--- src/cts_defs.vh ---
`ifndef CTS_DEFS_VH
`define CTS_DEFS_VH

// register byte offsets on the bus
`define CTS_OFF_TXIRQ_LO 8'h00
`define CTS_OFF_TXIRQ_HI 8'h04
`define CTS_OFF_ATT_LO 8'h08
`define CTS_OFF_ATT_HI 8'h0C
`define CTS_OFF_SREQ_LO 8'h10
`define CTS_OFF_SREQ_HI 8'h14
`define CTS_OFF_BASE_HI 8'h18
`define CTS_OFF_EV_STAT 8'h1C
`define CTS_OFF_EV_MASK 8'h20

// address decode width
`define CTS_AW 8
`define CTS_DW 32

// channel count and per-channel transmit flag count
`define CTS_NCH 8
`define CTS_NFLG 3

// field positions inside event status and mask
`define CTS_EV_DONE_LSB 0
`define CTS_EV_ATT_LSB 8
`define CTS_EV_W 16

// reset values
`define CTS_RST_16 16'h0000
`define CTS_RST_32 32'h0000_0000
`define CTS_RST_8 8'h00

// the base address keeps its two lowest bits at zero
`define CTS_ALIGN_BITS 2
`define CTS_ALIGN_ZERO 2'h0

// ahb-lite encodings
`define CTS_HTRANS_NONSEQ_BIT 1
`define CTS_HRESP_OKAY 1'b0
`define CTS_WORD_LSB 2

`endif

--- src/cts_req_cell.v ---
`timescale 1ns/10ps
`include "cts_defs.vh"

module cts_req_cell
(
    input wire clk_sys,
    input wire rst_n,
    input wire set_one,
    input wire dir_tx,
    input wire all_sent,
    output reg send_request,
    output reg done_event
);

    reg next_send_request;

    // set by software only while transmitting, cleared only by hardware
    always @*
    begin
        next_send_request = send_request;
        if (send_request && all_sent)
        begin
            next_send_request = 1'b0;
        end
        if (set_one && dir_tx)
        begin
            next_send_request = 1'b1;
        end
    end

    // request bit and its completion pulse
    always @(posedge clk_sys or negedge rst_n)
    begin
        if (!rst_n)
        begin
            send_request <= 1'b0;
            done_event <= 1'b0;
        end
        else
        begin
            send_request <= next_send_request;
            done_event <= send_request && all_sent && !(set_one && dir_tx);
        end
    end

endmodule

--- src/cts_top.v ---
// Function
// - transmit summary bit set when enabled flags pend
// - summary is OR of enabled channel flags
// - summary index zero is the transmit queue
// - attempt summary follows attempts-exhausted flag
// - attempt index zero is queue, cleared elsewhere
// - writing one starts queued transmission
// - hardware clears request after all sent
// - writing zero never aborts, set-only bits
// - channels 1-7 set only when transmitting
// - receive-configured channel ignores request set
// - request bit zero serves transmit queue
// - transmit summary bits 8-31 read zero
// - request bits 8-31 read zero, ignore writes
// - attempt summary bits 8-31 read zero
// - upper base address register resets to zero
// - event FIFO at base, objects follow
// - base address low two bits read zero
`timescale 1ns/10ps
`include "cts_defs.vh"

module cts_top
#(
    parameter NCH = `CTS_NCH,
    parameter NFLG = `CTS_NFLG
)
(
    input wire clk_sys,
    input wire rst_n,
    input wire hsel,
    input wire [`CTS_AW-1:0] haddr,
    input wire [1:0] htrans,
    input wire hwrite,
    input wire [2:0] hsize,
    input wire [`CTS_DW-1:0] hwdata,
    input wire hready,
    output reg hreadyout,
    output reg [`CTS_DW-1:0] hrdata,
    output reg hresp,
    input wire [NCH*NFLG-1:0] chan_tx_flags,
    input wire [NCH*NFLG-1:0] chan_tx_flag_en,
    input wire [NCH-1:0] tx_attempts_flag,
    input wire [NCH-1:0] channel_direction_select,
    input wire [NCH-1:0] chan_all_sent,
    input wire [15:0] msg_memory_base_low,
    input wire [15:0] tef_size_bytes,
    output reg [NCH-1:0] send_request,
    output reg [`CTS_DW-1:0] tef_base_addr,
    output reg [`CTS_DW-1:0] object_base_addr,
    output reg irq
);

    localparam ST_IDLE = 2'b01;
    localparam ST_DATA = 2'b10;

    reg [1:0] state;
    reg [1:0] next_state;
    reg [`CTS_AW-1:0] dp_addr;
    reg dp_write;
    reg [15:0] msg_memory_base_high;
    reg [`CTS_EV_W-1:0] ev_status;
    reg [`CTS_EV_W-1:0] next_ev_status;
    reg [`CTS_EV_W-1:0] ev_mask;
    reg [NCH-1:0] att_prev;
    reg [`CTS_DW-1:0] next_rdata;

    wire [NCH-1:0] tx_channel_irq_pending;
    wire [NCH-1:0] tx_attempts_irq_pending;
    wire [NCH-1:0] req_bits;
    wire [NCH-1:0] done_events;
    wire [NCH-1:0] att_rise;
    wire [NCH-1:0] dir_eff;
    wire [`CTS_EV_W-1:0] ev_set;
    wire addr_take;
    wire wr_req;
    wire rd_stat;
    wire [`CTS_DW-1:0] base_full;

    // a valid address phase while the bus is ready
    assign addr_take = hsel && hready && htrans[`CTS_HTRANS_NONSEQ_BIT];

    // data-phase write to the request register
    assign wr_req = (state == ST_DATA) && dp_write && (dp_addr == `CTS_OFF_SREQ_LO);

    // data-phase read of the event status register
    assign rd_stat = (state == ST_DATA) && !dp_write && (dp_addr == `CTS_OFF_EV_STAT);

    // the queue is always a transmit object
    assign dir_eff = {channel_direction_select[NCH-1:1], 1'b1};

    // per-channel summaries and request cells
    genvar gi;
    generate
        for (gi = 0; gi < NCH; gi = gi + 1)
        begin : g_chan
            // enabled flags only, combinational, no storage
            assign tx_channel_irq_pending[gi] =
                |(chan_tx_flags[gi*NFLG +: NFLG] & chan_tx_flag_en[gi*NFLG +: NFLG]);
            // index zero is the queue, others the fifos
            assign tx_attempts_irq_pending[gi] = tx_attempts_flag[gi];
            assign att_rise[gi] = tx_attempts_flag[gi] && !att_prev[gi];

            cts_req_cell u_req
            (
                .clk_sys(clk_sys),
                .rst_n(rst_n),
                .set_one(wr_req && hwdata[gi]),
                .dir_tx(dir_eff[gi]),
                .all_sent(chan_all_sent[gi]),
                .send_request(req_bits[gi]),
                .done_event(done_events[gi])
            );
        end
    endgenerate

    // events for the sticky status register
    assign ev_set = {att_rise, done_events};

    // base address with the word alignment forced
    assign base_full = {msg_memory_base_high,
        msg_memory_base_low[15:`CTS_ALIGN_BITS], `CTS_ALIGN_ZERO};

    // bus state: one wait cycle per transfer
    always @*
    begin
        next_state = state;
        case (state)
            ST_IDLE:
            begin
                if (addr_take)
                begin
                    next_state = ST_DATA;
                end
            end
            ST_DATA:
            begin
                next_state = ST_IDLE;
            end
            default:
            begin
                next_state = ST_IDLE;
            end
        endcase
    end

    // read mux, unimplemented bits read as zero
    always @*
    begin
        next_rdata = `CTS_RST_32;
        case (dp_addr)
            `CTS_OFF_TXIRQ_LO:
            begin
                next_rdata[NCH-1:0] = tx_channel_irq_pending;
            end
            `CTS_OFF_TXIRQ_HI:
            begin
                next_rdata = `CTS_RST_32;
            end
            `CTS_OFF_ATT_LO:
            begin
                next_rdata[NCH-1:0] = tx_attempts_irq_pending;
            end
            `CTS_OFF_ATT_HI:
            begin
                next_rdata = `CTS_RST_32;
            end
            `CTS_OFF_SREQ_LO:
            begin
                next_rdata[NCH-1:0] = req_bits;
            end
            `CTS_OFF_SREQ_HI:
            begin
                next_rdata = `CTS_RST_32;
            end
            `CTS_OFF_BASE_HI:
            begin
                next_rdata[15:0] = msg_memory_base_high;
            end
            `CTS_OFF_EV_STAT:
            begin
                next_rdata[`CTS_EV_W-1:0] = ev_status;
            end
            `CTS_OFF_EV_MASK:
            begin
                next_rdata[`CTS_EV_W-1:0] = ev_mask;
            end
            default:
            begin
                next_rdata = `CTS_RST_32;
            end
        endcase
    end

    // sticky events; a new event beats the read clear
    always @*
    begin
        next_ev_status = ev_status;
        if (rd_stat)
        begin
            next_ev_status = `CTS_EV_W'h0000;
        end
        next_ev_status = next_ev_status | ev_set;
    end

    // bus handshake, address capture and read data
    always @(posedge clk_sys or negedge rst_n)
    begin
        if (!rst_n)
        begin
            state <= ST_IDLE;
            dp_addr <= `CTS_RST_8;
            dp_write <= 1'b0;
            hreadyout <= 1'b1;
            hrdata <= `CTS_RST_32;
        end
        else
        begin
            state <= next_state;
            if (state == ST_IDLE && addr_take)
            begin
                dp_addr <= {haddr[`CTS_AW-1:`CTS_WORD_LSB], 2'h0};
                dp_write <= hwrite;
                hreadyout <= 1'b0;
            end
            else if (state == ST_DATA)
            begin
                hreadyout <= 1'b1;
                if (!dp_write)
                begin
                    hrdata <= next_rdata;
                end
            end
        end
    end

    // response is always okay, no error path
    always @(posedge clk_sys or negedge rst_n)
    begin
        if (!rst_n)
        begin
            hresp <= `CTS_HRESP_OKAY;
        end
        else
        begin
            hresp <= `CTS_HRESP_OKAY;
        end
    end

    // upper base address half, read/write
    always @(posedge clk_sys or negedge rst_n)
    begin
        if (!rst_n)
        begin
            msg_memory_base_high <= `CTS_RST_16;
        end
        else if (state == ST_DATA && dp_write && dp_addr == `CTS_OFF_BASE_HI)
        begin
            msg_memory_base_high <= hwdata[15:0];
        end
    end

    // interrupt mask, same layout as event status
    always @(posedge clk_sys or negedge rst_n)
    begin
        if (!rst_n)
        begin
            ev_mask <= `CTS_RST_16;
        end
        else if (state == ST_DATA && dp_write && dp_addr == `CTS_OFF_EV_MASK)
        begin
            ev_mask <= hwdata[`CTS_EV_W-1:0];
        end
    end

    // sticky event status
    always @(posedge clk_sys or negedge rst_n)
    begin
        if (!rst_n)
        begin
            ev_status <= `CTS_RST_16;
        end
        else
        begin
            ev_status <= next_ev_status;
        end
    end

    // previous attempt flags for rise detection
    always @(posedge clk_sys or negedge rst_n)
    begin
        if (!rst_n)
        begin
            att_prev <= {NCH{1'b0}};
        end
        else
        begin
            att_prev <= tx_attempts_flag;
        end
    end

    // level interrupt, in step with the status register
    always @(posedge clk_sys or negedge rst_n)
    begin
        if (!rst_n)
        begin
            irq <= 1'b0;
        end
        else
        begin
            irq <= |(next_ev_status & ev_mask);
        end
    end

    // request bits toward the protocol engine
    always @(posedge clk_sys or negedge rst_n)
    begin
        if (!rst_n)
        begin
            send_request <= {NCH{1'b0}};
        end
        else
        begin
            send_request <= req_bits;
        end
    end

    // transmit event fifo starts at the base
    always @(posedge clk_sys or negedge rst_n)
    begin
        if (!rst_n)
        begin
            tef_base_addr <= `CTS_RST_32;
        end
        else
        begin
            tef_base_addr <= base_full;
        end
    end

    // message objects follow the event fifo
    always @(posedge clk_sys or negedge rst_n)
    begin
        if (!rst_n)
        begin
            object_base_addr <= `CTS_RST_32;
        end
        else
        begin
            object_base_addr <= base_full + {16'h0000, tef_size_bytes};
        end
    end

endmodule

--- config.mk ---
export PLATFORM = sky130hd
export DESIGN_NAME = cts_top
export DESIGN_NICKNAME = d
export VERILOG_FILES = /design/src/cts_req_cell.v /design/src/cts_top.v
export VERILOG_INCLUDE_DIRS = /design/src
export SDC_FILE = /design/constraint.sdc
export NUM_CORES = 1
export LEC_CHECK = 0
export ABC_CLOCK_PERIOD_IN_PS = 3100
export BUFFER_PORTS_ARGS = -buffer_cell sky130_fd_sc_hd__buf_4
export CORE_UTILIZATION = 50
export CTS_CLUSTER_SIZE = 8
export DETAILED_ROUTE_END_ITERATION = 12
export PLACE_DENSITY = 0.84
export RECOVER_POWER = 50
export SYNTH_ARGS = -nofsm -noshare
export SYNTH_HDL_FRONTEND = slang
export SYNTH_SLANG_ARGS = --single-unit
export TNS_END_PERCENT = 10
--- constraint.sdc ---
create_clock -name clk_sys -period 3.1 [get_ports clk_sys]
set_clock_uncertainty 0.2 [all_clocks]
set_input_delay 0.31 -clock clk_sys [delete_from_list [all_inputs] [get_ports clk_sys]]
set_output_delay 0.31 -clock clk_sys [all_outputs]
set_load 0.02 [all_outputs]
==> results of run 1 <==
[logic make-up after synthesis]
family	after synthesis	synth area share, %
xor+xnor	26	3.15
other cells	1	0.0519
flops	169	58.6
mux	39	6.60
fa+ha+maj	15	2.70
compound gates	145	13.9
buf+inv	60	4.31
simple gates	153	10.7
[worst max-delay path: stages]
cell           delay [ps]
dlygate4sd3_1         550
clkbuf_1              130
ha_1                  400
nand3_1               180
nor3_1                240
nand3_1               140
a21boi_1              520
o21ai_0               200
xnor2_1               180
[power groups by stage]
stage	registers, mW	logic, mW	clock network, mW
after global placement	2.46	0.829	0
after CTS	2.43	0.917	2.09
after detailed placement	2.46	0.849	0
after global routing	2.44	0.929	2.20
final	2.43	0.860	2.07
after floorplan	2.55	0.358	0
[sequential cells by signal, summed over array words and instances, names as in the netlist]
register,cells
g_chan.u_req.done_event,8
tef_base_addr,30
ev_status,16
hreadyout,1
object_base_addr,32
irq,1
state,2
dp_write,1
g_chan.u_req.send_request,8
att_prev,8
msg_memory_base_high,16
send_request,8
dp_addr,6
hrdata,16
ev_mask,16
[stage by stage]
stage	power, mW	hold WS [ps]	cell area [µm²]	instances	utilization [%]
after floorplan	2.90	-186	7290	626	-
after global placement	3.29	171	9020	998	64.5
after detailed placement	3.31	179	9020	998	64.5
after CTS	5.43	43.2	10200	1095	73.3
after global routing	5.57	55.4	9870	1095	70.6
final	5.36	54.7	9870	1095	70.6
[synth_stat cells (all sizes together) (4+ instances only)]
cell type and n:
a21o 19, a21oi 19, a222oi 24, a22oi 10, a31oi 9, and3 11, buf 27, clkbuf 11
dfrtp 167, ha 14, inv 21, mux2 39, nand2 64, nand3 20, nand4 4, nor2 19
nor2b 15, nor3 7, o21a 5, o21ai 40, xnor2 21, xor2 5
[cell type report]
type / instances / area [µm²]
inverter: 22 / 82.6
clock buffer: 19 / 433
multi-input combinational: 397 / 2750
sequential: 169 / 4230
clock inverter: 13 / 145
tap: 180 / 225
fill: 1065 / 4120
timing repair buffer: 295 / 2010
[worst paths after layout]
check                                        startpoint                           end  slack [ps]  cells after the start
max                             msg_memory_base_low[13]          object_base_addr[19]         340                      9
min                                   tef_size_bytes[4]           object_base_addr[4]          50                      3
max reg2reg                                  dp_addr[2]  g_chan[7].u_req.send_request         600                      6
min reg2reg                g_chan[1].u_req.send_request               send_request[1]         200                      0
max in group asynchronous                         rst_n                  ev_status[1]         650                      3
min in group asynchronous                         rst_n          object_base_addr[29]         790                      2
[what timing repair did]
action,in CTS,in global routing
resized for setup,0,0
hold buffers,65,0
endpoints found under the hold margin,157,0
setup buffers,0,0
[routing by layer]
layer | part of all wire (%) | wire length, µm
met5 | 0 | 0
met4 | 2.2 | 451
met3 | 7.4 | 1500
met2 | 51 | 10300
met1 | 39 | 7870
==> reports/results.ini, run 1 <==
[yosys]
yosysWarningCount = 0
ys_seq_area_share_pct = 58.6
yosysUniqueCellTypes = 50
async_reset_ff_share_pct = 100
synthesis.area_um2 = 7220
syn_area_per_cell_um2 = 11.9
synth_top_area_share_pct = 57.8
synth_flop_cell = dfrtp_1
synth_seq_cells = 169
synth_area_leaders = dfrtp_1 (58%), mux2_2 (4.5%), a222oi_1 (3.3%)
yosys.area.top_type = dfrtp_1
synthCells = 608
synth-edff-count = 0

[global_routing]
grtUsageTotal_pct = 27.8
grt_util_met2_pct = 48.0
antenna_found_initial = 0
gr-max-usage-layer = met2
gr-total-overflow = 0
use_met1_pct = 34.1
grt_pass1_vias = 6063
grt_max_degree = 83
met3_usage_pct = 5.90
grt_pass1_wl_um = 31000

[sta]
setup_viol = 0
rsz0062_at_grt = false
final_max_slew_viol_count = 83
fmax_mhz = 362
fin_crit_ps = 2760
finalWorstSetupSlack_ps = 339
relSlewSlack_pct = -31.2
tightest_slew_ps = 1970
hold_violations = 0
finalCritPeriodShare_pct = 89.0
setup-tns-final_ps = 0

[pwr]
p_int_mw = 3.90
p_leak_nw = 4.62
seq_power_share_pct = 45.3
power_frac_comb_pct = 16.0
pwr-share-clk_pct = 38.7
vdd_drop_max_v = 0.000387
p_per_area_nw_per_um2 = 543
swShare_pct = 27.2
p_sw_mw = 1.46

[placement]
dp_hpwl_um = 13700
io_buffer_count = 216
gp_congestion = 0.880
post-place-ws_ps = 519

[critical_path]
required_ps = 3190
cp.arrival_ps = 2850
cp-end-kind = flip-flop
startpoint_type = input pin
worstSetupPathType = in2reg
cp_max_fo = 8

[layout]
nets = 1071
mostFrequentLayoutCell = dfrtp_1
num_antenna_cells = 0
mostFrequentLayoutCells = dfrtp_1 (167), buf_4 (120), clkbuf_1 (100)
area_growth_syn_to_layout_pct = 36.7
drive_gt1_share_pct = 22.7

[clocking]
clk_latency_ps = 420
cts_tree = yes
clk_pin_slew_ps = 60
root_buffer = clkbuf_16
cts.sinks = 169
cts_buffers = 17
htreeDepth = 4
clockBufferDepth = 2

[die]
dieArea_um2 = 14900
io_pins = 261
num_rows = 43
initial_core_util_pct = 51.6
coreArea_um2 = 14000
die_x_um = 122
fp.dieH_um = 122

[route]
post_drt_wl_per_cell_um = 18.4
routed_wl_um = 20200
dr_total_vias = 6104
ant_nets = 0
drc = 0
vias_per_cell = 5.57
dr.pass1.iters = 6
drtIter0Drc = 640

[run]
cap_violations = 1

[min_path]
min_path_type = in2reg

[run_status]
failed_checks = capacitance limit, slew limit
outcome = finished with violations

Power figures use the tool's default switching activity.
==> inputs of run 2 (changes only) <==
CORE_MARGIN = 2   (was not set)
==> run 2 against run 1 <==
Against the previous run: the flow still finishes with violations (capacitance limit, slew limit); first-iteration DRC count grew 7.8%; via count up 0.23%; count of clock-buffer cells in the layout grew 1; wire length up 0.58%; register-to-register slack worse by 40 ps; total power grew 1.4%; critical path type unchanged; critical endpoint is now object_base_addr[31]; largest power group unchanged.
==> reports/results.ini, run 2 (synthesized netlist as in run 1, its figures left out) <==
[critical_path]
critPathMaxStageDelay_ps = 540
cp-end-kind = flip-flop
startpoint_type = input pin
required_ps = 3210
cp_max_fo = 8
crit_top_cell = nand3_1
path_cells = dlygate4sd3_1 > clkbuf_1 > ha_1 > nand3_1 > nor3_1 > nand3_1 > a21boi_1 > o21ai_0 > xnor2_1
worstSetupPathType = in2reg
cp.arrival_ps = 2860
slowest_stage = a21boi_1

[pwr]
p_leak_nw = 4.60
finalPower_mw = 5.44
p_per_area_nw_per_um2 = 551
vdd_drop_max_v = 0.000419

[min_path]
min_path_type = in2reg

[route]
drtIter0Drc = 690
dr_total_vias = 6118
routed_wl_um = 20300
ant_nets = 0
post_drt_wl_per_cell_um = 18.5
drc = 0
dr.pass1.iters = 6
vias_per_cell = 5.60

[layout]
fillers = 1054
drive_gt1_share_pct = 22.1
nets = 1069
num_antenna_cells = 0
fin_area_um2 = 9880
reg.largest.list = object_base_addr x32, tef_base_addr x30
top_register = object_base_addr
seq_area_um2 = 4230
area_growth_syn_to_layout_pct = 36.7
mostFrequentLayoutCell = dfrtp_1
utilization_pct = 70.6
multi_input_area_um2 = 2750
mostFrequentLayoutCells = dfrtp_1 (167), buf_4 (115), clkbuf_1 (104)
largest_register_ffs = 32

[global_routing]
antenna_found_initial = 0
grt_max_degree = 74
grt_util_met2_pct = 44.6
grtUsageTotal_pct = 26.4
grt_pass1_wl_um = 31900
met3_usage_pct = 6.02
grt_pass1_vias = 6108
gr-total-overflow = 0
use_met1_pct = 33.2
gr-max-usage-layer = met2

[placement]
placed_area_um2 = 9020
io_buffer_count = 216
dp_hpwl_um = 13700
post-place-ws_ps = 499
gp_congestion = 0.863

[sta]
finalCritPeriodShare_pct = 88.7
relSlewSlack_pct = -19.0
setup_viol = 0
final_max_slew_viol_count = 73
tightest_slew_ps = 1790
fin_crit_ps = 2750
finalWorstSetupSlack_ps = 350
setup-tns-final_ps = 0
fmax_mhz = 364
rsz0062_at_grt = false
hold_violations = 0

[clocking]
post-cts-setup-buffer-count = 0
cts_tree = yes
cts.sinks = 169
clk_latency_ps = 430
clockBufferDepth = 2
htreeDepth = 4
cts_resized = 0
cts_buffers = 17
root_buffer = clkbuf_16
clk_pin_slew_ps = 60

[die]
die_x_um = 124
num_rows = 43
dieArea_um2 = 15400
initial_core_util_pct = 51.6
io_pins = 261
fp.dieH_um = 124
coreArea_um2 = 14000

[run_status]
outcome = finished with violations
failed_checks = capacitance limit, slew limit

[run]
cap_violations = 1

## run 2: cell types whose count changed in the layout (fill, tap and decap cells not counted)
cell / delta
buf_4: -5
clkbuf_1: +4
clkbuf_4: -4
clkbuf_8: +3
clkinvlp_4: +2
inv_6: -2
buf_12: +1
clkinv_2: -1
clkinv_4: -1
inv_8: +1
## run 2: metal layers
metal / vias up / wire length (µm)
li1: 2742 / -
met3: 44 / 1660
met4: 0 / 567
met1: 2966 / 7920
met2: 366 / 10100
met5: - / 0
## run 2: worst max-delay path, delay by kind of cell
| kind | cells | cell delay, ps |
|---|---|---|
| AO/OA/AOI/OAI | 2 | 750 |
| XOR/XNOR | 1 | 160 |
| adder cells (fa/ha/maj) | 1 | 380 |
| buffers and inverters | 2 | 650 |
| AND/OR/NAND/NOR | 3 | 590 |
## run 2: final cells by class
| type | instances | area share [%] |
|---|---|---|
| clock inverters | 12 | 1.42 |
| clock buffers | 20 | 4.73 |
| flip-flops and latches | 169 | 42.8 |
| multi-input cells | 397 | 27.8 |
| inverters | 22 | 0.836 |
| repair buffers | 293 | 20.1 |
| well taps | 180 | 2.28 |
## run 2: timing repair
item / CTS / global route
setup endpoints to repair: 0 / 0
hold buffers: 65 / 0
hold endpoints to repair: 150 / 0
## run 2: worst paths after layout
check | startpoint | end | slack, ps | cells past startpoint
worst max-delay path | msg_memory_base_low[13] | object_base_addr[31] | 350 | 9
worst max register to register | dp_addr[2] | g_chan[4].u_req.send_request | 560 | 6
worst min register to register | g_chan[6].u_req.send_request | send_request[6] | 200 | 0
min in group asynchronous | rst_n | object_base_addr[1] | 700 | 2
worst min-delay path | tef_size_bytes[4] | object_base_addr[4] | 50 | 3
max in group asynchronous | rst_n | ev_mask[11] | 810 | 3
## run 2: metrics by stage
stage	std cells	hold slack [ps]
global placement	996	165
global route	1093	58.5
CTS	1093	38.2
finish	1093	45.2
detailed placement	996	174
floorplan	626	-186
## run 2: power by group
group | internal [mW] | switching (mW)
Combinational | 0.367 | 0.489
Clock | 1.26 | 0.902
Sequential | 2.33 | 0.0890
Total | 3.96 | 1.48
